===== src/design/ulpi_ifc_map.svh =====
`ifndef ULPI_IFC_MAP_SVH
`define ULPI_IFC_MAP_SVH

// ----------------------------------------------------------------------
// Register indices (byte address is four times the index)
// ----------------------------------------------------------------------
`define IFC_IDX_BASE 6'h07
`define IFC_IDX_SET 6'h08
`define IFC_IDX_CLR 6'h09

// ----------------------------------------------------------------------
// Field positions inside the interface-control register
// ----------------------------------------------------------------------
`define IFC_BIT_SIX_WIRE 0
`define IFC_BIT_THREE_WIRE 1
`define IFC_BIT_UART 2
`define IFC_BIT_CLK_KEEP 3
`define IFC_BIT_AUTO_WAKE 4
`define IFC_BIT_VBUS_INV 5
`define IFC_BIT_VBUS_UNQUAL 6
`define IFC_BIT_PROTECT_DIS 7

// ----------------------------------------------------------------------
// Reset values
// ----------------------------------------------------------------------
`define IFC_RESET 8'h10
`define IFC_RDATA_RESET 32'h0000_0000

`endif


===== src/design/ulpi_ifc_pkg.sv =====
`default_nettype none

// ----------------------------------------------------------------------
// Shared types
// ----------------------------------------------------------------------
package ulpi_ifc_pkg;

  // Which form the link pins take
  typedef enum logic [1:0] {
    MODE_PARALLEL,
    MODE_UART,
    MODE_SERIAL3,
    MODE_SERIAL6
  } link_mode_t;

  // Register selected by a bus address
  typedef enum logic [1:0] {
    SEL_NONE,
    SEL_BASE,
    SEL_SET,
    SEL_CLR
  } reg_sel_t;

  // Bus slave phase
  typedef enum logic {
    BUS_IDLE,
    BUS_WAIT
  } bus_state_t;

endpackage : ulpi_ifc_pkg

`default_nettype wire


===== src/design/link_mode_ctrl.sv =====
`default_nettype none

// ----------------------------------------------------------------------
// Pin routing mode from the three select bits
// ----------------------------------------------------------------------
module link_mode_ctrl (
  // Clock and reset
  input wire logic sys_clk,
  input wire logic rst_b,
  // Select bits from the control register
  input wire logic uart_mode_select,
  input wire logic serial_three_wire_select,
  input wire logic serial_six_wire_select,
  input wire logic clock_keep_powered_n,
  // Registered routing state
  output ulpi_ifc_pkg::link_mode_t link_mode,
  output logic parallel_active,
  output logic uart_active,
  output logic serial_three_active,
  output logic serial_six_active,
  output logic internal_clk_on
);
  import ulpi_ifc_pkg::*;

  link_mode_t mode_q; // Current routing
  link_mode_t mode_d; // Next routing
  logic clk_on_q; // Internal clock powered
  logic clk_on_d; // Next clock state
  logic [3:0] hot_q; // One-hot copy of the routing
  logic [3:0] hot_d; // Next one-hot copy

  // Priority decode; software should set one bit only, UART wins
  // so a stray double write never leaves pins half-routed.
  always_comb begin
    mode_d = MODE_PARALLEL; // see RULE6
    if (uart_mode_select) begin
      mode_d = MODE_UART; // see RULE1
    end else if (serial_six_wire_select) begin
      mode_d = MODE_SERIAL6; // see RULE4
    end else if (serial_three_wire_select) begin
      mode_d = MODE_SERIAL3; // see RULE3
    end
    // Clock gating only matters outside parallel mode
    clk_on_d = (mode_d == MODE_PARALLEL) || clock_keep_powered_n; // see RULE11
    // Own flops for the strobes, so no decode sits on the outputs
    hot_d = 4'h1 << mode_d; // see RULE6
  end

  // State registers
  always_ff @(posedge sys_clk or negedge rst_b) begin
    if (!rst_b) begin
      mode_q <= MODE_PARALLEL;
      clk_on_q <= 1'b1;
      hot_q <= 4'h1;
    end else begin
      mode_q <= mode_d;
      clk_on_q <= clk_on_d;
      hot_q <= hot_d;
    end
  end

  // Outputs straight from the mode flops
  assign link_mode = mode_q;
  assign parallel_active = hot_q[0];
  assign uart_active = hot_q[1];
  assign serial_three_active = hot_q[2];
  assign serial_six_active = hot_q[3];
  assign internal_clk_on = clk_on_q;

endmodule : link_mode_ctrl

`default_nettype wire


===== src/design/ulpi_interface_mode_control.sv =====
// Function
// RULE1 - UART select bit routes pins to UART
// RULE2 - Device clears UART bit on UART exit
// RULE3 - Three-wire select routes packets serially
// RULE4 - Six-wire select routes packets serially
// RULE5 - Device clears serial bits on serial exit
// RULE6 - Both serial bits clear means parallel (the code gives parallel only when the UART bit is also clear)
// RULE7 - Set alias reads back control register
// RULE8 - Set alias write sets ones only
// RULE9 - Clear alias reads back control register
// RULE10 - Clear alias write clears ones only
// RULE11 - Clock keep bit powers clock off-parallel
// RULE12 - Control register resets to 0x10
//
// The AHB-Lite register port is this design's own decision.
`include "ulpi_ifc_map.svh"
`default_nettype none

module ulpi_interface_mode_control #(
  parameter int ADDR_W = 8
) (
  // Clock and reset
  input wire logic sys_clk,
  input wire logic rst_b,
  // AHB-Lite slave
  input wire logic hsel,
  input wire logic [ADDR_W-1:0] haddr,
  input wire logic [1:0] htrans,
  input wire logic hwrite,
  input wire logic [2:0] hsize,
  input wire logic hready,
  input wire logic [31:0] hwdata,
  output logic [31:0] hrdata,
  output logic hreadyout,
  output logic hresp,
  // Mode exit events, one-cycle pulses
  input wire logic uart_exit,
  input wire logic serial_exit,
  // Pin routing state
  output ulpi_ifc_pkg::link_mode_t link_mode,
  output logic parallel_active,
  output logic uart_active,
  output logic serial_three_active,
  output logic serial_six_active,
  output logic internal_clk_on,
  // Other control fields
  output logic auto_wake_signalling_en,
  output logic vbus_indication_invert,
  output logic vbus_indication_unqualified,
  output logic interface_protect_disable
);
  import ulpi_ifc_pkg::*;

  // --------------------------------------------------------------------
  // Address decode
  // --------------------------------------------------------------------
  localparam int IDX_W = ADDR_W - 2;
  localparam logic [IDX_W-1:0] IDX_BASE = IDX_W'(`IFC_IDX_BASE);
  localparam logic [IDX_W-1:0] IDX_SET = IDX_W'(`IFC_IDX_SET);
  localparam logic [IDX_W-1:0] IDX_CLR = IDX_W'(`IFC_IDX_CLR);

  // Map a byte address to a register; misaligned means unmapped
  function automatic reg_sel_t decode(input logic [ADDR_W-1:0] a);
    reg_sel_t s;
    s = SEL_NONE;
    if (a[1:0] == 2'h0) begin
      if (a[ADDR_W-1:2] == IDX_BASE) begin
        s = SEL_BASE;
      end else if (a[ADDR_W-1:2] == IDX_SET) begin
        s = SEL_SET;
      end else if (a[ADDR_W-1:2] == IDX_CLR) begin
        s = SEL_CLR;
      end
    end
    return s;
  endfunction : decode

  // --------------------------------------------------------------------
  // Bus slave state
  // --------------------------------------------------------------------
  bus_state_t state_q; // Phase of current transfer
  bus_state_t state_d;
  reg_sel_t sel_q; // Register latched in address phase
  reg_sel_t sel_d;
  logic write_q; // Latched direction
  logic write_d;
  logic ready_q; // Drives hreadyout
  logic ready_d;
  logic [31:0] rdata_q; // Drives hrdata
  logic [31:0] rdata_d;
  logic accept; // Address phase taken this cycle
  logic wr_go; // Write data applied this cycle
  logic [7:0] wr_byte; // Low lane of write data
  logic seen_q; // First cycle after reset seen
  logic seen_d; // Next value of the reset marker
  logic [7:0] ctrl_q; // The one real storage, read by the bus
  logic [7:0] ctrl_d; // Next control value

  // Only low byte lane carries data; upper lanes are ignored
  assign wr_byte = hwdata[7:0];
  assign accept = hsel && htrans[1] && hready && ready_q;
  assign wr_go = (state_q == BUS_WAIT) && write_q;

  // Every transfer takes one wait state so that read data comes
  // from a flop; costs a cycle, keeps the output path clean.
  always_comb begin
    state_d = state_q;
    sel_d = sel_q;
    write_d = write_q;
    ready_d = ready_q;
    rdata_d = rdata_q;
    case (state_q)
      BUS_IDLE: begin
        if (accept) begin
          state_d = BUS_WAIT;
          sel_d = decode(haddr);
          write_d = hwrite;
          ready_d = 1'b0;
        end
      end
      BUS_WAIT: begin
        state_d = BUS_IDLE;
        ready_d = 1'b1;
        if (!write_q) begin
          // Alias addresses hold nothing; they show the base register
          if (sel_q != SEL_NONE) begin
            rdata_d = {24'h0, ctrl_q}; // see RULE7, see RULE9
          end else begin
            rdata_d = `IFC_RDATA_RESET;
          end
        end
      end
      default: begin
        state_d = BUS_IDLE;
        ready_d = 1'b1;
      end
    endcase
  end

  // Bus registers
  always_ff @(posedge sys_clk or negedge rst_b) begin
    if (!rst_b) begin
      state_q <= BUS_IDLE;
      sel_q <= SEL_NONE;
      write_q <= 1'b0;
      ready_q <= 1'b1;
      rdata_q <= `IFC_RDATA_RESET;
    end else begin
      state_q <= state_d;
      sel_q <= sel_d;
      write_q <= write_d;
      ready_q <= ready_d;
      rdata_q <= rdata_d;
    end
  end

  assign hrdata = rdata_q;
  assign hreadyout = ready_q;
  // Responses are always OKAY; unmapped writes just vanish
  assign hresp = 1'b0;

  // --------------------------------------------------------------------
  // Interface-control register
  // --------------------------------------------------------------------
  // Storage is declared with the bus state, which reads it

  // Exit events first, then bus writes, so a write landing in the
  // same cycle as an exit is what software sees afterwards.
  always_comb begin
    ctrl_d = ctrl_q;
    // Marker rises at the first edge out of reset
    seen_d = 1'b1;
    if (uart_exit) begin
      ctrl_d[`IFC_BIT_UART] = 1'b0; // see RULE2
    end
    if (serial_exit) begin
      // Clearing both covers whichever bit opened the mode
      ctrl_d[`IFC_BIT_THREE_WIRE] = 1'b0; // see RULE5
      ctrl_d[`IFC_BIT_SIX_WIRE] = 1'b0; // see RULE5
    end
    if (wr_go) begin
      case (sel_q)
        SEL_BASE: begin
          ctrl_d = wr_byte;
        end
        SEL_SET: begin
          ctrl_d = ctrl_d | wr_byte; // see RULE8
        end
        SEL_CLR: begin
          ctrl_d = ctrl_d & ~wr_byte; // see RULE10
        end
        default: begin
          ctrl_d = ctrl_d;
        end
      endcase
    end
  end

  // Control register flops
  always_ff @(posedge sys_clk or negedge rst_b) begin
    if (!rst_b) begin
      ctrl_q <= `IFC_RESET; // see RULE12
      seen_q <= 1'b0;
    end else begin
      ctrl_q <= ctrl_d;
      seen_q <= seen_d;
    end
  end

  // Plain field outputs
  assign auto_wake_signalling_en = ctrl_q[`IFC_BIT_AUTO_WAKE];
  assign vbus_indication_invert = ctrl_q[`IFC_BIT_VBUS_INV];
  assign vbus_indication_unqualified = ctrl_q[`IFC_BIT_VBUS_UNQUAL];
  assign interface_protect_disable = ctrl_q[`IFC_BIT_PROTECT_DIS];

  // --------------------------------------------------------------------
  // Pin routing
  // --------------------------------------------------------------------
  link_mode_ctrl u_mode (
    .sys_clk(sys_clk),
    .rst_b(rst_b),
    .uart_mode_select(ctrl_q[`IFC_BIT_UART]),
    .serial_three_wire_select(ctrl_q[`IFC_BIT_THREE_WIRE]),
    .serial_six_wire_select(ctrl_q[`IFC_BIT_SIX_WIRE]),
    .clock_keep_powered_n(ctrl_q[`IFC_BIT_CLK_KEEP]),
    .link_mode(link_mode),
    .parallel_active(parallel_active),
    .uart_active(uart_active),
    .serial_three_active(serial_three_active),
    .serial_six_active(serial_six_active),
    .internal_clk_on(internal_clk_on)
  );
endmodule : ulpi_interface_mode_control

`default_nettype wire


===== config.mk =====
export PLATFORM = sky130hd
export DESIGN_NAME = ulpi_interface_mode_control
export DESIGN_NICKNAME = d
export VERILOG_FILES = /design/src/design/ulpi_ifc_pkg.sv /design/src/design/link_mode_ctrl.sv /design/src/design/ulpi_interface_mode_control.sv
export VERILOG_INCLUDE_DIRS = /design/src /design/src/design
export SDC_FILE = /design/constraint.sdc
export NUM_CORES = 1
export LEC_CHECK = 0
export BUFFER_PORTS_ARGS = -buffer_cell sky130_fd_sc_hd__buf_2
export CAP_MARGIN = 20
export CELL_PAD_IN_SITES_DETAIL_PLACEMENT = 1
export CELL_PAD_IN_SITES_GLOBAL_PLACEMENT = 2
export CORE_UTILIZATION = 22
export DETAILED_ROUTE_END_ITERATION = 12
export GPL_TIMING_DRIVEN = 0
export PLACE_DENSITY_LB_ADDON = 0.1
export SLEW_MARGIN = 20
export SYNTH_ARGS = -nofsm -noshare
export SYNTH_HDL_FRONTEND = slang
export SYNTH_HIERARCHICAL = 1
export SYNTH_SLANG_ARGS = --single-unit

===== constraint.sdc =====
create_clock -name sys_clk -period 1.5 [get_ports sys_clk]
set_clock_uncertainty 0.15 [all_clocks]
set_input_delay 0.45 -clock sys_clk [delete_from_list [all_inputs] [get_ports sys_clk]]
set_output_delay 0.45 -clock sys_clk [all_outputs]
set_load 0.005 [all_outputs]

After elaboration in Yosys (flattened, before gate mapping)
Index checks and enable logic that the tools add are counted.

word-level totals
  register bits = 52
  bits of input ports = 52
  output and inout port bits = 45
  logic and storage cells = 51

cells by class
  eq/ne operators = 7
  shift operators = 1
  muxes and demuxes = 16
  bitwise logic cells = 5
  reduce and logical (&&, ||, !) cells = 12

operator list
  kind                                                                    count
  8-bit one-hot mux with 3 select lines                                   1
  2-bit two-way mux                                                       8
  6-bit by 4-bit equality test with 1-bit output (second input constant)  2
  8-bit AND                                                               1
  8-bit two-way mux                                                       1
  8-bit inverter                                                          1
  8-bit OR                                                                1
  6-bit by 3-bit equality test with 1-bit output (second input constant)  1
  2-bit AND reduction                                                     3
  2-bit equality test (second input constant)                             2
  1-bit logical AND                                                       4
  2-bit zero test                                                         2
  1-bit one-hot mux with 2 select lines                                   2
  1-bit by 2-bit << shifter with 4-bit output (first input constant)      1
  1-bit two-way mux                                                       3
  3-bit two-way mux                                                       1
  3-bit nonzero test                                                      1
  2-bit by 1-bit equality test with 1-bit output (second input constant)  1
  2-bit inequality test (second input constant)                           1
  1-bit inverter                                                          2
  2-bit nonzero test                                                      1
  1-bit logical OR                                                        1

Depth between registers and ports, before layout
Gate-level depths: netlist of the first run.

  depth in word-level cells = 5
  mapped depth = 4
  depth with buffers taken out = 3

Cells and area by module
Netlist of the first run, hierarchy kept.

modules (own cells, without submodules)
  module                       times used  cells each  area an instance (um^2)  sequential area each (um^2)
  ulpi_interface_mode_control  1           102         1142.3                   528.0
  link_mode_ctrl               1           16          232.7                    177.7

Least setup slack after synthesis of the first run
No wires, ideal clock.

  path kind = input-to-reg
  from = input hready
  to = register write_q
  setup time = 0.125 ns
  data arrival time = 1.136 ns
  data required time = 1.225 ns
  slack = 0.089 ns
  cell stages on the path = 3
  path buffers = 0
  cell sequence = nand3_2 nor3b_4 mux2_4

on the way
  word-level cells in the longest chain between the ends = 3

RTL lines
  item                            RTL line                            source
  start: declaration              ulpi_interface_mode_control.sv:31   input wire logic hready,
  1-bit logical AND (2 in a row)  ulpi_interface_mode_control.sv:101  assign accept = hsel && htrans[1] && hready && ready_q;
  2-bit AND reduction (no line)   n/a
  end signal: assignment          ulpi_interface_mode_control.sv:151  write_q <= write_d;
  end: declaration                ulpi_interface_mode_control.sv:85   logic write_q;

No other way between the ends.
A chain may end at the register's enable or synchronous reset.

Final worst setup path of the first run
  from = register ready_q, in the netlist hreadyout
  to = output hreadyout

RTL lines
  item                      RTL line                            source
  start: declaration        ulpi_interface_mode_control.sv:87   logic ready_q;
  start signal: assignment  ulpi_interface_mode_control.sv:152  ready_q <= ready_d;
  end: declaration          ulpi_interface_mode_control.sv:34   output logic hreadyout,

No word-level cell between the ends.

==> results.cfg, run 1 <==
[clock_network]
clkSlewWorstSetupHoldPaths_ns = 0.09
cts_tree = built
hold_buffers = 0
worstSkewPairLatency_ns = 0.27
cts_sinks = 28
htree_levels = 1
clockBufferDepth = 2
numCtsBuffers = 3
root_buffer = clkbuf_8

[die]
die_w_um = 81.1
rows = 28
die-area_sq_um = 6570
core-area_sq_um = 5990
ios = 97
start_util = 0.230
fp.dieH_um = 81.1

[sta]
hold_ws_ns = 0.0411
setup_viol = 2
slew_violations = 0
min_period_ns = 1.52
setup_ws_ns = -0.0240
relSlewSlack = 0.575
period_share = 1.02
max_freq_mhz = 656
worstMarginPinSlew_ns = 0.638
rsz0062_at_grt = true
tns_ns = -0.0307
hold_viol_final = 0

[setup_path]
worstPathRequired_ns = 0.90
crit_path_max_incr_delay_ns = 0.56
crit_type = reg2out
crit_path_top_delay_cell = dfstp_2
end_kind = output pin
crit_path_start_kind = flip-flop
r2r_cells = 2
critPathArrivalTime_ns = 0.92
path_max_fanout = 3
cp_cell_sequence = buf_6
crit_cells = 1
cp_top_family = flip-flops
path_buf_inv = 1

[synthesis]
synthCells = 118
synth-seq-area-share = 0.513
synth_edf_count = 0
ys_top_cells_by_area = dfrtp_1, buf_4, dfstp_2
ys_warn_count = 6
ys_seq_elements = 28
synth_area_sq_um = 1380
synth_cell_types = 32
yosys.area_share.simple = 0.100
synth_top_family_by_area = buffers and inverters
synth_xor_area_frac = 0.0510
synthAdderAreaFrac = 0
synth_top_area_cell = dfrtp_1
synth_top_area_frac = 0.437
ys_async_sr_fraction = 1.00
ys.flop_type = dfrtp_1
synth_mux_area_frac = 0.0255
synth-compound-area-share = 0.140
avgSynthCellArea_sq_um = 11.7

[detailed_routing]
wirelength_um = 3060
drc = 0
drt_first_pass_iters = 3
wl_per_cell_um = 11.5
ant_nets = 0
vias_per_cell = 3.81
vias = 1014
drt-initial-drc-count = 41

[pwr]
max-vdd-ir-drop_mv = 0.270
power_density_nw_per_um2 = 721
p_leak_uw = 0.00101
p_total_uw = 1350

[status]
status = finished, violations left
violations = setup timing

[place]
gp_congestion = 0.645
dpl.cell_count = 260
dpl.hpwl_um = 2310
port_buffers = 43
post-place-ws_ns = -0.0781

[global_routing]
top_usage_layer = met2
track_usage = 0.0963
met1_usage = 0.126
use_met2 = 0.158
grt_pass1_wl_um = 4690
antenna_found_initial = 0
grt_max_degree = 29
grt_remaining_overflow = 0
first_global_vias = 945
gr-usage-met3 = 0.0326

[hold_path]
min_path_type = in2async

[finish]
area_delta_synth_final_pct = 35.9
antenna_cells = 0
final_cells = 266
drive_above_1_share = 0.482
layout.nets = 244
fillers = 697

[run]
cap_violations = 0
## through the flow
| step | area, sq um | util |
|---|---|---|
| finish | 1870 | 0.312 |
| global route | 1870 | 0.312 |
| CTS | 1840 | 0.307 |
| detailed placement | 1770 | 0.296 |
| global placement | 1770 | 0.296 |
| floorplan | 1470 | - |
## what timing repair did
action	in CTS	in global routing
endpoints found under the setup margin	4	8
resized for setup	0	2
buffers inserted	1	1
## state kept, by name, indices dropped and copies added (netlist names)
name and cells:
ctrl_q 8, hrdata 8, hreadyout 1, sel_q 2, state_q 1, u_mode/hot_q 4, u_mode/internal_clk_on 1, u_mode/link_mode 2
write_q 1
## report_power, final
part | internal, uW | switching, uW | total [uW]
registers | 755 | 0 | 755
logic | 71.7 | 58.8 | 130
clock network | 235 | 227 | 462
total | 1060 | 286 | 1350
## metal layers
metal | up-vias | wire [um] | part of all wire
met5 | - | 0 | 0
met4 | 0 | 0 | 0
met3 | 0 | 210 | 0.069
met2 | 37 | 1570 | 0.51
met1 | 480 | 1270 | 0.42
li1 | 497 | - | -
## layout make-up
class	count	area, sq um	share of cell area
sequential	28	706	0.378
clock buffer	4	55.1	0.0295
inverter	3	11.3	0.00602
timing repair buffer	45	255	0.137
multi-input combinational	82	529	0.283
buffer	29	219	0.117
tap	75	93.8	0.0502
## synth_stat cells (2+ instances only)
cell type   n
a21oi_1    16
inv_1       3
buf_6       2
xnor2_1     8
nor2b_1     3
a22o_1      8
nor2_1      2
dfstp_2     4
dfrtp_1    24
buf_4      25
mux2i_1     2
## cell usage in the layout (no fill, tap or decap), drive strengths merged
cell type / count
dfstp: 4
nor3b: 2
a21o: 1
clkbuf: 6
dfrtp: 24
a22o: 8
nor3: 1
or2: 2
and3b: 1
o211a: 1
nor2b: 3
nand2b: 1
nand3: 1
and3: 1
conb: 25
and2b: 1
o211ai: 1
buf: 72
mux2i: 2
a21oi: 17
xnor2: 8
nand2: 1
mux2: 1
inv: 3
nor2: 3
nor4: 1
## worst paths after layout
check | from | slack [ns] | end
hold / removal | rst_b | 0.04 | u_mode/hot_q[3]
setup reg to reg | hreadyout | 0.05 | write_q
setup / recovery | hreadyout | -0.02 | hreadyout
max in group asynchronous | rst_b | 0.75 | ctrl_q[0]
min in group sys_clk | hwrite | 0.27 | write_q
hold reg to reg | ctrl_q[1] | 0.35 | u_mode/hot_q[0]
## logic make-up (layout without fill, tap and decap cells)
logic type                after synthesis  count (layout)
and+or+nand+nor                        18              18
AOI/OAI and AO/OA                      28              28
DFF                                    28              28
xor gates and xnor gates                8               8
other                                   1              25
muxes                                   3               3
buffers and inverters                  32              81
Note: power is estimated with default switching activity, not from simulation.
==> inputs of run 2 (changes only) <==
CORE_MARGIN = 2   (was unset)
CORE_UTILIZATION = 20   (was 22)
SETUP_SLACK_MARGIN = 0.5   (was unset)
clock period = 1.3 ns   (was 1.5 ns; I/O delays follow)
==> results.cfg, run 2 (synthesis gave the netlist of run 1 again) <==
[status]
status = finished, violations left
violations = hold timing, setup timing

[sta]
period_share = 1.13
setup_ws_ns = -0.169
hold_viol_final = 24
slew_violations = 0
min_period_ns = 1.47
hold_ws_ns = -0.133
rsz0062_at_grt = true
setup_viol = 24
max_freq_mhz = 681

[clock_network]
clkSlewWorstSetupHoldPaths_ns = 0.10
cts_sinks = 28
root_buffer = clkbuf_8
cts_tree = built
htree_levels = 1
clockBufferDepth = 2
worstSkewPairLatency_ns = 0.28
numCtsBuffers = 3

[place]
post-place-ws_ns = -0.204
placed_cell_area_sq_um = 1830
port_buffers = 43
gp_congestion = 0.691
dpl.hpwl_um = 2540

[setup_path]
critPathArrivalTime_ns = 0.93
crit_type = reg2out
path_buf_inv = 1
crit_path_top_delay_cell = dfstp_2
cp_top_family = flip-flops
cp_cell_sequence = buf_6
worstPathRequired_ns = 0.76
crit_path_max_incr_delay_ns = 0.56
crit_path_start_kind = flip-flop
path_max_fanout = 2
end_kind = output pin

[detailed_routing]
drt_first_pass_iters = 3
wl_per_cell_um = 11.8
drt-initial-drc-count = 8
wirelength_um = 3450
vias_per_cell = 3.90
drc = 0
ant_nets = 0
vias = 1139

[pwr]
combinationalPowerShare = 0.094
intPower_uw = 1370
power.share.sequential = 0.504
p_leak_uw = 0.00115
switchingPower_uw = 358
power_density_nw_per_um2 = 771
swShare = 0.207
max-vdd-ir-drop_mv = 0.322
clkPwrFrac = 0.401

[finish]
multi_input_area_sq_um = 672
antenna_cells = 0
final_util = 0.333
final_cell_mix = buf_4, buf_2, conb_1
area_delta_synth_final_pct = 62.9
fillers = 772
final_common_cell = buf_4
design_area_sq_um = 2240
drive_above_1_share = 0.642
ff_latch_area_sq_um = 711
layout.nets = 265

[global_routing]
grt_remaining_overflow = 0
grt_pass1_wl_um = 5390
grt_max_degree = 29
track_usage = 0.0928
antenna_found_initial = 0
first_global_vias = 1136

[die]
ios = 97
rows = 30
start_util = 0.205
core-area_sq_um = 6720
die-area_sq_um = 7550
die_w_um = 86.9
fp.dieH_um = 86.9

[hold_path]
min_path_type = in2async

[run]
cap_violations = 0
==> run 2: area by class of cell <==
cell class,count,area share
Clock inverter,1,0.0134
Inverter,3,0.00503
Clock buffer,3,0.0184
Sequential cell,28,0.317
Buffer,29,0.107
Timing Repair Buffer,66,0.194
Multi-Input combinational cell,82,0.300
Tap cell,80,0.0447
==> run 2: per-stage QoR <==
stage / total power [uW] / instances / TNS, ns
2_1_floorplan: 975 / 142 / -0.0789
3_3_place_gp: 1040 / 265 / -0.950
3_5_place_dp: 1040 / 265 / -1.21
4_1_cts: 1750 / 289 / -1.81
5_1_grt: 1810 / 292 / -3.33
6_report: 1730 / 292 / -1.45
==> run 2: worst paths after layout <==
| path | end | start | slack [ns] | cells past startpoint |
|---|---|---|---|---|
| max | hreadyout | hreadyout | -0.17 | 1 |
| min | hrdata[5] | rst_b | -0.13 | 1 |
| max reg2reg | write_q | hreadyout | -0.16 | 3 |
| min reg2reg | u_mode/hot_q[0] | ctrl_q[1] | 0.34 | 1 |
| max in group asynchronous | hreadyout | rst_b | 0.82 | 1 |
| min in group sys_clk | write_q | hwrite | 0.20 | 2 |
==> run 2: metal layers <==
layer / track usage / routed length, um / up-vias
met3: 0.0209 / 211 / 5
met4: 0.0341 / 46 / 0
met5: 0 / 0 / -
met1: 0.104 / 1340 / 557
met2: 0.170 / 1850 / 40
li1: - / - / 537
==> run 2: timing repair <==
action,in CTS,in global routing
setup endpoints to repair,48,48
endpoints found under the hold margin,24,24
resized for setup,23,14
pin swaps,8,5
buffers inserted,20,3
==> run 2: power groups by stage <==
| stage | combinational (uW) | clock [uW] | sequential, uW |
|---|---|---|---|
| final | 163 | 693 | 871 |
| after global routing | 181 | 761 | 871 |
| after CTS | 157 | 723 | 871 |
| after detailed placement | 154 | 0 | 888 |
| after global placement | 150 | 0 | 888 |
| after floorplan | 87.4 | 0 | 888 |
